File: src/pin_i2c_cfg_pkg.sv
/*
 * Constants for the pin two/three and I2C master configuration bank:
 * register indices, field positions, reset values and watchdog timing.
 * Assumes a 10 MHz device clock; registers are 8 bits wide.
 */
package pin_i2c_cfg_pkg;
	// ----------------------------------------------------------------
	// register map
	// ----------------------------------------------------------------
	localparam logic [7:0] PINS_CFG_ADDR = 8'h0E;
	localparam logic [7:0] I2C_CFG_ADDR = 8'h0F;

	// pins_two_three_config fields
	localparam int P3_OUT_BIT = 7;
	localparam int P3_REM_BIT = 6;
	localparam int P3_DIR_BIT = 5;
	localparam int P3_EN_BIT = 4;
	localparam int P2_OUT_BIT = 3;
	localparam int P2_REM_BIT = 2;
	localparam int P2_RSVD_BIT = 1;
	localparam int P2_EN_BIT = 0;
	localparam logic [7:0] PINS_CFG_RST = 8'h35;

	// i2c_master_settings fields
	localparam int SDA_DLY_LSB = 3;
	localparam int SDA_DLY_MSB = 4;
	localparam int LWD_BIT = 2;
	localparam int WD_FAST_BIT = 1;
	localparam int WD_OFF_BIT = 0;
	localparam logic [7:0] I2C_CFG_RST = 8'h00;
	localparam logic [7:0] I2C_CFG_WMASK = 8'h1F;

	// ----------------------------------------------------------------
	// timing
	// ----------------------------------------------------------------
	localparam int CLK_HZ = 10_000_000;
	localparam int WD_FAST_US = 50;
	localparam int WD_SLOW_S = 1;
	localparam int WD_FAST_CYC = WD_FAST_US * (CLK_HZ / 1_000_000);
	localparam int WD_SLOW_CYC = WD_SLOW_S * CLK_HZ;
	localparam int SDA_BASE_NS = 350;
	localparam int SDA_STEP_NS = 50;
	localparam int CLK_NS = 1_000_000_000 / CLK_HZ;
	localparam int SDA_BASE_CYC = SDA_BASE_NS / CLK_NS;
	localparam int SDA_STEP_CYC = SDA_STEP_NS / CLK_NS;
	localparam int RECOVER_PULSES = 9;
	localparam int SCL_HALF_CYC = 50;
endpackage : pin_i2c_cfg_pkg

File: src/sda_delay_line.sv
/*
 * Delays the SDA output level by a programmable cycle count.
 * Assumes delay_i is held steady while the line is in use.
 */
`timescale 1ns/1ps
`default_nettype none
module sda_delay_line #(
	parameter int DEPTH = 10
) (
	input wire logic clk_i,
	input wire logic rst_n_i,
	input wire logic [3:0] delay_i,
	input wire logic sda_i,
	output logic sda_o
);
	logic [DEPTH-1:0] tap_ff;
	logic [DEPTH-1:0] nxt_tap;

	// ----------------------------------------------------------------
	// shift chain, one stage per bit
	// ----------------------------------------------------------------
	genvar g;
	generate
		for (g = 0; g < DEPTH; g++)
		begin : g_tap
			if (g == 0)
			begin : g_first
				assign nxt_tap[g] = sda_i;
			end
			else
			begin : g_rest
				assign nxt_tap[g] = tap_ff[g-1];
			end
		end
	endgenerate

	// idle sda is high, so the chain resets to ones
	always_ff @(posedge clk_i or negedge rst_n_i)
	begin
		if (!rst_n_i)
			tap_ff <= '1;
		else
			tap_ff <= nxt_tap;
	end

	// delays beyond the chain saturate at its last tap rather than reading past it
	wire [3:0] last_tap = 4'(DEPTH - 1);
	wire [3:0] sel = (delay_i == 4'h0) ? 4'h0 :
		(delay_i > last_tap) ? last_tap : delay_i - 4'h1;
	always_ff @(posedge clk_i or negedge rst_n_i)
	begin
		if (!rst_n_i)
			sda_o <= 1'b1;
		else
			sda_o <= tap_ff[sel];
	end
endmodule : sda_delay_line
`default_nettype wire

File: src/pin_i2c_cfg.sv
/*
 * Configuration bank for general pins two and three and the I2C master:
 * pin drive control, SDA output delay, remote write lock and a bus
 * watchdog with nine-clock recovery. Registers are reached on the
 * device's internal register port; wr_remote_i marks writes that arrive
 * over the control channel. Pin inputs are synchronous to clk_i.
 */
`timescale 1ns/1ps
`default_nettype none
module pin_i2c_cfg #(
	parameter int WD_SLOW_CYCLES = pin_i2c_cfg_pkg::WD_SLOW_CYC,
	parameter int WD_FAST_CYCLES = pin_i2c_cfg_pkg::WD_FAST_CYC
) (
	input wire logic clk_i,
	input wire logic arst_n_i,
	// register port
	input wire logic [7:0] addr_i,
	input wire logic wr_i,
	input wire logic wr_remote_i,
	input wire logic [7:0] wdata_i,
	output logic [7:0] rdata_o,
	output logic wr_rejected_o,
	// pass-through from the far side
	input wire logic pass_req_i,
	output logic pass_grant_o,
	// general pins
	input wire logic [1:0] remote_val_i,
	input wire logic [1:0] pin_in_i,
	output logic [1:0] pin_out_o,
	output logic [1:0] pin_oe_n_o,
	output logic [1:0] pin_val_o,
	// i2c bus
	input wire logic scl_in_i,
	input wire logic sda_in_i,
	input wire logic sda_master_i,
	output logic scl_out_o,
	output logic scl_oe_n_o,
	output logic sda_out_o,
	output logic sda_oe_n_o,
	output logic bus_free_o,
	output logic recovering_o
);
	// ----------------------------------------------------------------
	// reset release
	// ----------------------------------------------------------------
	logic rst_s1_ff;
	logic rst_ff;
	always_ff @(posedge clk_i or negedge arst_n_i)
	begin
		if (!arst_n_i)
		begin
			rst_s1_ff <= 1'b0;
			rst_ff <= 1'b0;
		end
		else
		begin
			rst_s1_ff <= 1'b1;
			rst_ff <= rst_s1_ff;
		end
	end

	// ----------------------------------------------------------------
	// registers
	// ----------------------------------------------------------------
	logic [7:0] pins_cfg_ff;
	logic [7:0] i2c_cfg_ff;
	wire lock = i2c_cfg_ff[pin_i2c_cfg_pkg::LWD_BIT];
	wire blocked = wr_remote_i & lock;
	wire wr_ok = wr_i & ~blocked;
	wire wr_pins = wr_ok & (addr_i == pin_i2c_cfg_pkg::PINS_CFG_ADDR);
	wire wr_i2c = wr_ok & (addr_i == pin_i2c_cfg_pkg::I2C_CFG_ADDR);
	// pass-through traffic never consults the lock bit
	assign pass_grant_o = pass_req_i;

	always_ff @(posedge clk_i or negedge rst_ff)
	begin
		if (!rst_ff)
		begin
			pins_cfg_ff <= pin_i2c_cfg_pkg::PINS_CFG_RST;
			i2c_cfg_ff <= pin_i2c_cfg_pkg::I2C_CFG_RST;
			wr_rejected_o <= 1'b0;
		end
		else
		begin
			if (wr_pins)
				pins_cfg_ff <= wdata_i;
			if (wr_i2c)
				i2c_cfg_ff <= wdata_i & pin_i2c_cfg_pkg::I2C_CFG_WMASK;
			wr_rejected_o <= wr_i & blocked;
		end
	end

	// read mux; unmapped addresses read zero
	wire [7:0] rd_mux = (addr_i == pin_i2c_cfg_pkg::PINS_CFG_ADDR) ? pins_cfg_ff :
		(addr_i == pin_i2c_cfg_pkg::I2C_CFG_ADDR) ? i2c_cfg_ff : 8'h00;
	always_ff @(posedge clk_i or negedge rst_ff)
	begin
		if (!rst_ff)
			rdata_o <= 8'h00;
		else
			rdata_o <= rd_mux;
	end

	// ----------------------------------------------------------------
	// general pins
	// ----------------------------------------------------------------
	// pin two has no direction bit and drives whenever its enable bit is set
	wire [1:0] en = {pins_cfg_ff[pin_i2c_cfg_pkg::P3_EN_BIT],
		pins_cfg_ff[pin_i2c_cfg_pkg::P2_EN_BIT]};
	wire [1:0] rem = {pins_cfg_ff[pin_i2c_cfg_pkg::P3_REM_BIT],
		pins_cfg_ff[pin_i2c_cfg_pkg::P2_REM_BIT]};
	wire [1:0] loc = {pins_cfg_ff[pin_i2c_cfg_pkg::P3_OUT_BIT],
		pins_cfg_ff[pin_i2c_cfg_pkg::P2_OUT_BIT]};
	wire [1:0] is_in = {pins_cfg_ff[pin_i2c_cfg_pkg::P3_DIR_BIT], 1'b0};
	wire [1:0] drive = en & (rem | ~is_in);
	wire [1:0] value = (rem & remote_val_i) | (~rem & loc);

	always_ff @(posedge clk_i or negedge rst_ff)
	begin
		if (!rst_ff)
		begin
			pin_out_o <= 2'h0;
			pin_oe_n_o <= 2'h3;
			pin_val_o <= 2'h0;
		end
		else
		begin
			pin_out_o <= value;
			pin_oe_n_o <= ~drive;
			pin_val_o <= pin_in_i;
		end
	end

	// ----------------------------------------------------------------
	// sda output delay
	// ----------------------------------------------------------------
	wire [1:0] dly_code = i2c_cfg_ff[pin_i2c_cfg_pkg::SDA_DLY_MSB:pin_i2c_cfg_pkg::SDA_DLY_LSB];
	// a 100 ns clock cannot place 50 ns steps, so each delay rounds down to whole cycles
	wire [9:0] dly_ns = 10'(pin_i2c_cfg_pkg::SDA_BASE_NS)
		+ 10'(dly_code) * 10'(pin_i2c_cfg_pkg::SDA_STEP_NS);
	wire [3:0] dly_cyc = 4'(dly_ns / 10'(pin_i2c_cfg_pkg::CLK_NS));
	logic sda_dly;
	sda_delay_line #(
		.DEPTH(10)
	) u_sda_dly (
		.clk_i(clk_i),
		.rst_n_i(rst_ff),
		.delay_i(dly_cyc),
		.sda_i(sda_master_i),
		.sda_o(sda_dly)
	);

	// ----------------------------------------------------------------
	// bus watchdog and recovery
	// ----------------------------------------------------------------
	typedef enum logic [2:0] {
		WD_WATCH = 3'h1,
		WD_FREE = 3'h2,
		WD_CLEAR = 3'h4
	} wd_state_t;
	wd_state_t state_ff;
	logic [31:0] cnt_ff;
	logic [7:0] half_ff;
	logic [4:0] edges_ff;
	logic scl_ff;
	logic scl_d_ff;
	logic sda_d_ff;

	wire wd_off = i2c_cfg_ff[pin_i2c_cfg_pkg::WD_OFF_BIT];
	wire [31:0] limit = i2c_cfg_ff[pin_i2c_cfg_pkg::WD_FAST_BIT] ?
		32'(WD_FAST_CYCLES) : 32'(WD_SLOW_CYCLES);
	wire activity = (scl_in_i != scl_d_ff) | (sda_in_i != sda_d_ff);
	wire expired = (cnt_ff >= limit - 32'h1);
	wire half_done = (half_ff == 8'(pin_i2c_cfg_pkg::SCL_HALF_CYC - 1));
	wire last_edge = (edges_ff == 5'(2 * pin_i2c_cfg_pkg::RECOVER_PULSES - 1));

	// cnt_ff serves the idle timer and a separate half_ff counts scl half periods
	always_ff @(posedge clk_i or negedge rst_ff)
	begin
		if (!rst_ff)
		begin
			state_ff <= WD_WATCH;
			cnt_ff <= 32'h0;
			half_ff <= 8'h0;
			edges_ff <= 5'h0;
			scl_ff <= 1'b1;
			scl_d_ff <= 1'b1;
			sda_d_ff <= 1'b1;
		end
		else
		begin
			scl_d_ff <= scl_in_i;
			sda_d_ff <= sda_in_i;
			case (state_ff)
				WD_WATCH:
				begin
					if (wd_off | activity)
						cnt_ff <= 32'h0;
					else if (expired)
					begin
						cnt_ff <= 32'h0;
						state_ff <= sda_in_i ? WD_FREE : WD_CLEAR;
					end
					else
						cnt_ff <= cnt_ff + 32'h1;
				end
				WD_FREE:
				begin
					if (activity | wd_off)
						state_ff <= WD_WATCH;
				end
				WD_CLEAR:
				begin
					if (half_done)
					begin
						half_ff <= 8'h0;
						scl_ff <= ~scl_ff;
						edges_ff <= edges_ff + 5'h1;
						if (last_edge)
						begin
							edges_ff <= 5'h0;
							scl_ff <= 1'b1;
							state_ff <= WD_WATCH;
						end
					end
					else
						half_ff <= half_ff + 8'h1;
				end
				default:
					state_ff <= WD_WATCH;
			endcase
		end
	end

	// scl released except low halves of recovery pulses
	assign scl_out_o = 1'b0;
	assign scl_oe_n_o = scl_ff;
	assign sda_out_o = 1'b0;
	assign sda_oe_n_o = sda_dly | (state_ff == WD_CLEAR);
	assign bus_free_o = (state_ff == WD_FREE);
	assign recovering_o = (state_ff == WD_CLEAR);
endmodule : pin_i2c_cfg
`default_nettype wire

File: config.mk
export PLATFORM = sky130hd
export DESIGN_NAME = pin_i2c_cfg
export DESIGN_NICKNAME = d
export VERILOG_FILES = /design/src/pin_i2c_cfg_pkg.sv /design/src/sda_delay_line.sv /design/src/pin_i2c_cfg.sv
export SDC_FILE = /design/constraint.sdc
export NUM_CORES = 1
export LEC_CHECK = 0
export BUFFER_PORTS_ARGS = -buffer_cell sky130_fd_sc_hd__buf_2
export CAP_MARGIN = 20
export CORE_UTILIZATION = 63
export DETAILED_ROUTE_END_ITERATION = 8
export HOLD_SLACK_MARGIN = 0.02
export PLACE_DENSITY = 0.92
export SETUP_SLACK_MARGIN = 0.3
export SLEW_MARGIN = 30
export SYNTH_ARGS = -nofsm -noshare
export SYNTH_HDL_FRONTEND = slang
export SYNTH_HIERARCHICAL = 1
export SYNTH_SLANG_ARGS = --single-unit
File: constraint.sdc
create_clock -name clk_i -period 7.7 [get_ports clk_i]
set_input_delay 1.155 -clock clk_i [delete_from_list [all_inputs] [get_ports clk_i]]
set_output_delay 1.155 -clock clk_i [all_outputs]
set_load 0.02 [all_outputs]
After elaboration in Yosys (flattened, before gate mapping)
Index checks and enable logic that the tools add are counted.

Muxes and demuxes: 19. Shift-type cells: 0. Equal/unequal tests: 14. Order comparisons: 3. Multiply operators: 1. Bitwise operators: 18. Add/subtract/negate cells: 6. Reduce and logical (&&, ||, !) cells: 3. Div/mod/pow operators: 1.

Operators with widths (number): $mux W32 (2); $add A32 B1 Y32 const B (1); $ge A32 B32 Y1 (1); $sub A24 B1 Y25 const B (1); $mux W24 (1); $mux W3 (6); $eq A8 B4 Y1 const B (2); $mux W8 (2); $add A9 B8 Y10 const A (1); $div A10 B7 Y10 const B (1); $mux W5 (2); $pmux W3 S3 (1); $add A8 B1 Y8 const B (1); $eq A8 B6 Y1 const B (1); $mux W4 (2); $mul A2 B5 Y7 const B (1); $and A2 B2 Y2 (3); $ne A2 B1 Y1 const B (3); $not A2 Y2 (3); $add A5 B1 Y5 const B (1); $and A1 B1 Y1 (5); $eq A5 B5 Y1 const B (1); $lt A4 B5 Y1 const B (1); $reduce_and A5 Y1 (1); 14 further kinds (21).

Input port bits: 28. Bits in latches: 0. Word-level logic and storage cells: 83. Output and inout bits: 22. Bits in read-only memories: 0. Bits in writable memories: 0. Register bits: 92. Memories: 0.

Logic depth before layout (Yosys ltp)
Word-level depth: 8. Depth in mapped cells: 12. Mapped depth without buffers: 11.

Cells and area by module
Netlist, hierarchy kept.

Modules (own cells, without submodules): pin_i2c_cfg (instances 1, area an instance 4110.2 sq um, cells each 394, seq. area each 2039.5 sq um); sda_delay_line (instances 1, area an instance 594.3 sq um, cells each 53, seq. area each 289.0 sq um).

Worst setup path before layout
Ideal clock, no wire load.

Path type: input -> register. From: input port addr_i[5]. To: register pins_cfg_ff[1]. Slack: 5025 ps. Data required time: 7575 ps. Arrival time: 2550 ps. Buffers on the path: 1. Cell stages on the path: 6. Library setup time: 125 ps. Cells stage by stage: nor4_1 nand4_1 nor2_1 and3_1 buf_2 mux2_2.

Word-level cells in the longest chain between the ends: 2.

Ends and longest elaborated chain: start: declaration (line pin_i2c_cfg.sv:17) `input wire logic [7:0] addr_i,`; $eq A8 B4 Y1 (line pin_i2c_cfg.sv:70) `wire wr_pins = wr_ok & (addr_i == pin_i2c_cfg_pkg::PINS_CFG_ADDR);`; $and A1 B1 Y1 (line pin_i2c_cfg.sv:70); end signal: assignment (line pin_i2c_cfg.sv:79) `pins_cfg_ff <= pin_i2c_cfg_pkg::PINS_CFG_RST;`; end signal: assignment (line pin_i2c_cfg.sv:86) `pins_cfg_ff <= wdata_i;`; end: declaration (line pin_i2c_cfg.sv:65) `logic [7:0] pins_cfg_ff;`.

No other way between the ends. A chain may end at the register's enable or synchronous reset.

Final worst setup path
From: register i2c_cfg_ff[1]. To: register cnt_ff[6].

Word-level cells in the longest chain between the ends: 5.

Ends and longest elaborated chain: start: declaration (line pin_i2c_cfg.sv:66) `logic [7:0] i2c_cfg_ff;`; start signal: assignment (line pin_i2c_cfg.sv:80) `i2c_cfg_ff <= pin_i2c_cfg_pkg::I2C_CFG_RST;`; start signal: assignment (line pin_i2c_cfg.sv:88) `i2c_cfg_ff <= wdata_i & pin_i2c_cfg_pkg::I2C_CFG_WMASK;`; $mux W24 (line pin_i2c_cfg.sv:170) `wire [31:0] limit = i2c_cfg_ff[pin_i2c_cfg_pkg::WD_FAST_BIT] ?`; $sub A24 B1 Y25 (line pin_i2c_cfg.sv:173) `wire expired = (cnt_ff >= limit - 32'h1);`; $ge A32 B32 Y1 (line pin_i2c_cfg.sv:173); $mux W32 (line pin_i2c_cfg.sv:199) `else if (expired)`; $mux W32 (line pin_i2c_cfg.sv:197) `if (wd_off | activity)`; end signal: assignment (line pin_i2c_cfg.sv:205) `cnt_ff <= cnt_ff + 32'h1;`; end: declaration (line pin_i2c_cfg.sv:162) `logic [31:0] cnt_ff;`.

No other way between the ends.

==> impl_metrics.csv <==
group,metric,value,unit
pwr,powerDensity,171,nW/um2
clocking,cts_tree,"built",
worst_setup_path,cp.required,7.98,ns
place,port_buffers,45,
worst_setup_path,start_kind,"flip-flop",
worst_setup_path,r2r_cells,9,
logic_synthesis,yosys.area.top_type_share,0.378,
place,dp_hpwl,7.10,mm
clocking,cts_resized,0,
routing,wl_per_cell,16.5,um
floorplan,core-area,7250,um2
finish,syn2layout_area_growth,10.2,%
grt,grt_pass1_vias,3690,
sta,slew_headroom,0.455,
grt,grt_max_degree,68,
logic_synthesis,yosysTopAreaCell,"dfrtp_1",
finish,fin_area,5180,um2
logic_synthesis,ys_warn_count,6,
worst_setup_path,max_stage_delay,0.73,ns
logic_synthesis,synthCells,447,
place,place_congestion,0.935,
floorplan,core.rowCount,31,
logic_synthesis,synth-main-ff-cell,"dfrtp_1",
logic_synthesis,ys_seq_area_frac,0.495,
finish,drive_gt1_frac,0.239,
sta,fin_setup_tns,0,ns
logic_synthesis,synthTopCellsByCount,"dfrtp_1, nand2_1, nand3_1",
routing,via_count,3674,
finish,diodes,0,
logic_synthesis,ys_types,65,
logic_synthesis,avgSynthCellArea,10.5,um2
routing,ant_nets,0,
sta,rsz0062_at_grt,"false",
logic_synthesis,synth_seq_cells,92,
sta,tightestPinTransition,0.815,ns
logic_synthesis,synthXorXnorAreaFrac,0.0130,
logic_synthesis,synth-edff-count,0,
outcome,status,"completed",
floorplan,ios,50,
clocking,cts_root_buf,"clkbuf_8",
grt,grt-ovfl-total,0,
worst_setup_path,crit_path_end_kind,"flip-flop",
clocking,hold_buffers,0,
floorplan,initial_core_util,0.649,
logic_synthesis,yosys.cell_count.top_type,"dfrtp_1",
sta,max_freq,318,MHz
routing,drt-pass1-iter-count,4,
finish,fin_nets,543,
sta,period_minus_slack,3.14,ns
sta,skew,0.0102,ns
worst_setup_path,cpLargestDelayFamily,"compound AO/OA/AOI/OAI gates",
worst_setup_path,critPathBufInv,2,
worst_setup_path,crit_arrival,3.42,ns
finish,utilization,0.715,
grt,grt_first_pass_wirelength,16.6,mm
clocking,clock_sinks,92,
worst_setup_path,worst_path_max_delay_cell,"a211oi_4",
routing,wl,9.85,mm
floorplan,die_x,88.4,um
grt,antenna_found_initial,0,
floorplan,die_area,7820,um2
clocking,numCtsBuffers,9,
routing,via_per_inst,6.16,
worst_setup_path,worstPathMaxFanout,22,
worst_setup_path,cp.depth,9,
clocking,clkTransAtPathRegs,0.08,ns
finish,fillers,517,
clocking,ctsLongestPathBuffers,2,
logic_synthesis,async_flop_share,1.00,
pwr,p_leak,2.51,nW
routing,drt-initial-drc-count,199,
logic_synthesis,synth_compound_area_frac,0.139,
min_path,hold_path.class,"flip-flop to asynchronous set/reset pin",
worst_setup_path,path_cells,"inv_1, ha_1, nand4b_1, nor3_1, a221o_1, a211oi_4, buf_4, nand2_2, o31ai_2",
place,placed_cell_area,5010,um2
sta,setup_viol,0,
sta,drv_slew,0,
logic_synthesis,syn-cell-area,4700,um2
pwr,peakVddDrop,0.139,mV
worst_setup_path,crit_type,"flip-flop to flip-flop",
sta,min_period_over_period,0.408,
routing,drc,0,
logic_synthesis,synth_area_leaders,"dfrtp_1, dfstp_2, ha_1, mux2_2, nand2_1",
logic_synthesis,yosys-mux-area-fraction,0.0492,
clocking,clk_latency,0.36,ns
logic_synthesis,synth-simple-area-share,0.205,
sta,finalHoldViolCount,0,
floorplan,fp.dieH,88.4,um
grt,grt_usage,0.280,
clocking,cts.htree.levels,3,
logic_synthesis,synth_top_family_by_area,"simple AND/OR/NAND/NOR gates",
clocking,cts_setup_buffers,0,
job,maxCapViolCount,0,
logic_synthesis,synth_fa_ha_area_frac,0.0612,
## where the power goes
group / switching (mW) / internal (mW) / total [mW]
registers: 0.0111 / 0.500 / 0.511
clock network: 0.166 / 0.134 / 0.300
logic: 0.0468 / 0.0282 / 0.0750
total: 0.223 / 0.663 / 0.886
## stage by stage
step / worst slack, ns / hold WS (ns) / cells / power (mW)
after detailed placement: 4.52 / 0.228 / 580 / 0.595
final: 4.56 / 0.222 / 596 / 0.886
after global placement: 4.68 / 0.222 / 580 / 0.589
after floorplan: 4.98 / 0.331 / 448 / 0.569
after global routing: 4.40 / 0.260 / 596 / 0.922
after CTS: 4.63 / 0.231 / 596 / 0.892
## registers in the layout, summed over array words and instances, names as in the netlist
register,cells
pin_oe_n_o,2
rst_ff,1
scl_d_ff,1
pin_val_o,2
u_sda_dly/tap_ff,10
scl_oe_n_o,1
edges_ff,5
rst_s1_ff,1
half_ff,8
pins_cfg_ff,8
u_sda_dly/sda_o,1
wr_rejected_o,1
pin_out_o,2
rdata_o,8
sda_d_ff,1
state_ff,3
i2c_cfg_ff,5
cnt_ff,32
## worst paths after layout
check,to,startpoint,slack [ns]
min in group clk_i,rst_ff$_DFF_PN0_,rst_s1_ff$_DFF_PN0_,0.37
max,cnt_ff[6]$_DFFE_PN0N_,i2c_cfg_ff[1]$_DFFE_PN0P_,4.56
min,cnt_ff[6]$_DFFE_PN0N_,rst_ff$_DFF_PN0_,0.22
min reg2reg,cnt_ff[6]$_DFFE_PN0N_,rst_ff$_DFF_PN0_,0.22
max in group asynchronous,rdata_o[6]$_DFF_PN0_,rst_ff$_DFF_PN0_,6.37
max reg2reg,cnt_ff[6]$_DFFE_PN0N_,i2c_cfg_ff[1]$_DFFE_PN0P_,4.56
## layout make-up
class | instances | area, um2 | share of cell area
Timing Repair Buffer | 48 | 248 | 0.0478
Clock inverter | 4 | 22.5 | 0.00434
Clock buffer | 12 | 155 | 0.0299
Multi-Input combinational cell | 318 | 2220 | 0.427
Sequential cell | 92 | 2330 | 0.450
Tap cell | 99 | 124 | 0.0239
Inverter | 23 | 86.3 | 0.0167
## routing by layer
metal  vias to the layer above  share of wire  track usage
met5                         -              0            0
met4                         0          0.018        0.111
met3                        20          0.044       0.0690
met2                       104           0.52        0.497
met1                      1848           0.42        0.326
li1                       1702              -            -
## cells by family (layout without fill, tap and decap cells)
family | after synthesis | in the layout
AO/OA/AOI/OAI | 89 | 89
XOR/XNOR | 7 | 7
adder cells (fa/ha/maj) | 23 | 23
buffers and inverters | 38 | 87
flip-flops | 92 | 92
multiplexers | 21 | 21
other | 2 | 3
AND/OR/NAND/NOR | 175 | 175
## cells in the final DEF (no fill, tap or decap), types with 2 or more instances in the layout
master,count
a211oi_1,3
a21o_1,7
a21oi_1,11
a22o_1,8
a22oi_1,3
a31o_2,2
a31oi_1,13
and2_1,11
and3_1,14
and4_1,2
buf_2,45
buf_4,3
clkbuf_8,11
clkinv_2,2
conb_1,3
dfrtp_1,70
dfstp_2,21
ha_1,23
inv_1,23
mux2_2,13
mux2i_1,7
nand2_1,36
nand3_1,27
nand3b_1,2
nand4_1,13
nor2_1,21
nor2b_1,2
nor3_1,19
nor3b_1,3
nor4_1,2
nor4_2,4
nor4bb_1,2
o211ai_1,5
o21ai_0,21
o21ai_1,2
or2_2,3
or3_1,3
xnor2_1,3
xor2_1,4
Note: power is estimated with default switching activity, not from simulation.
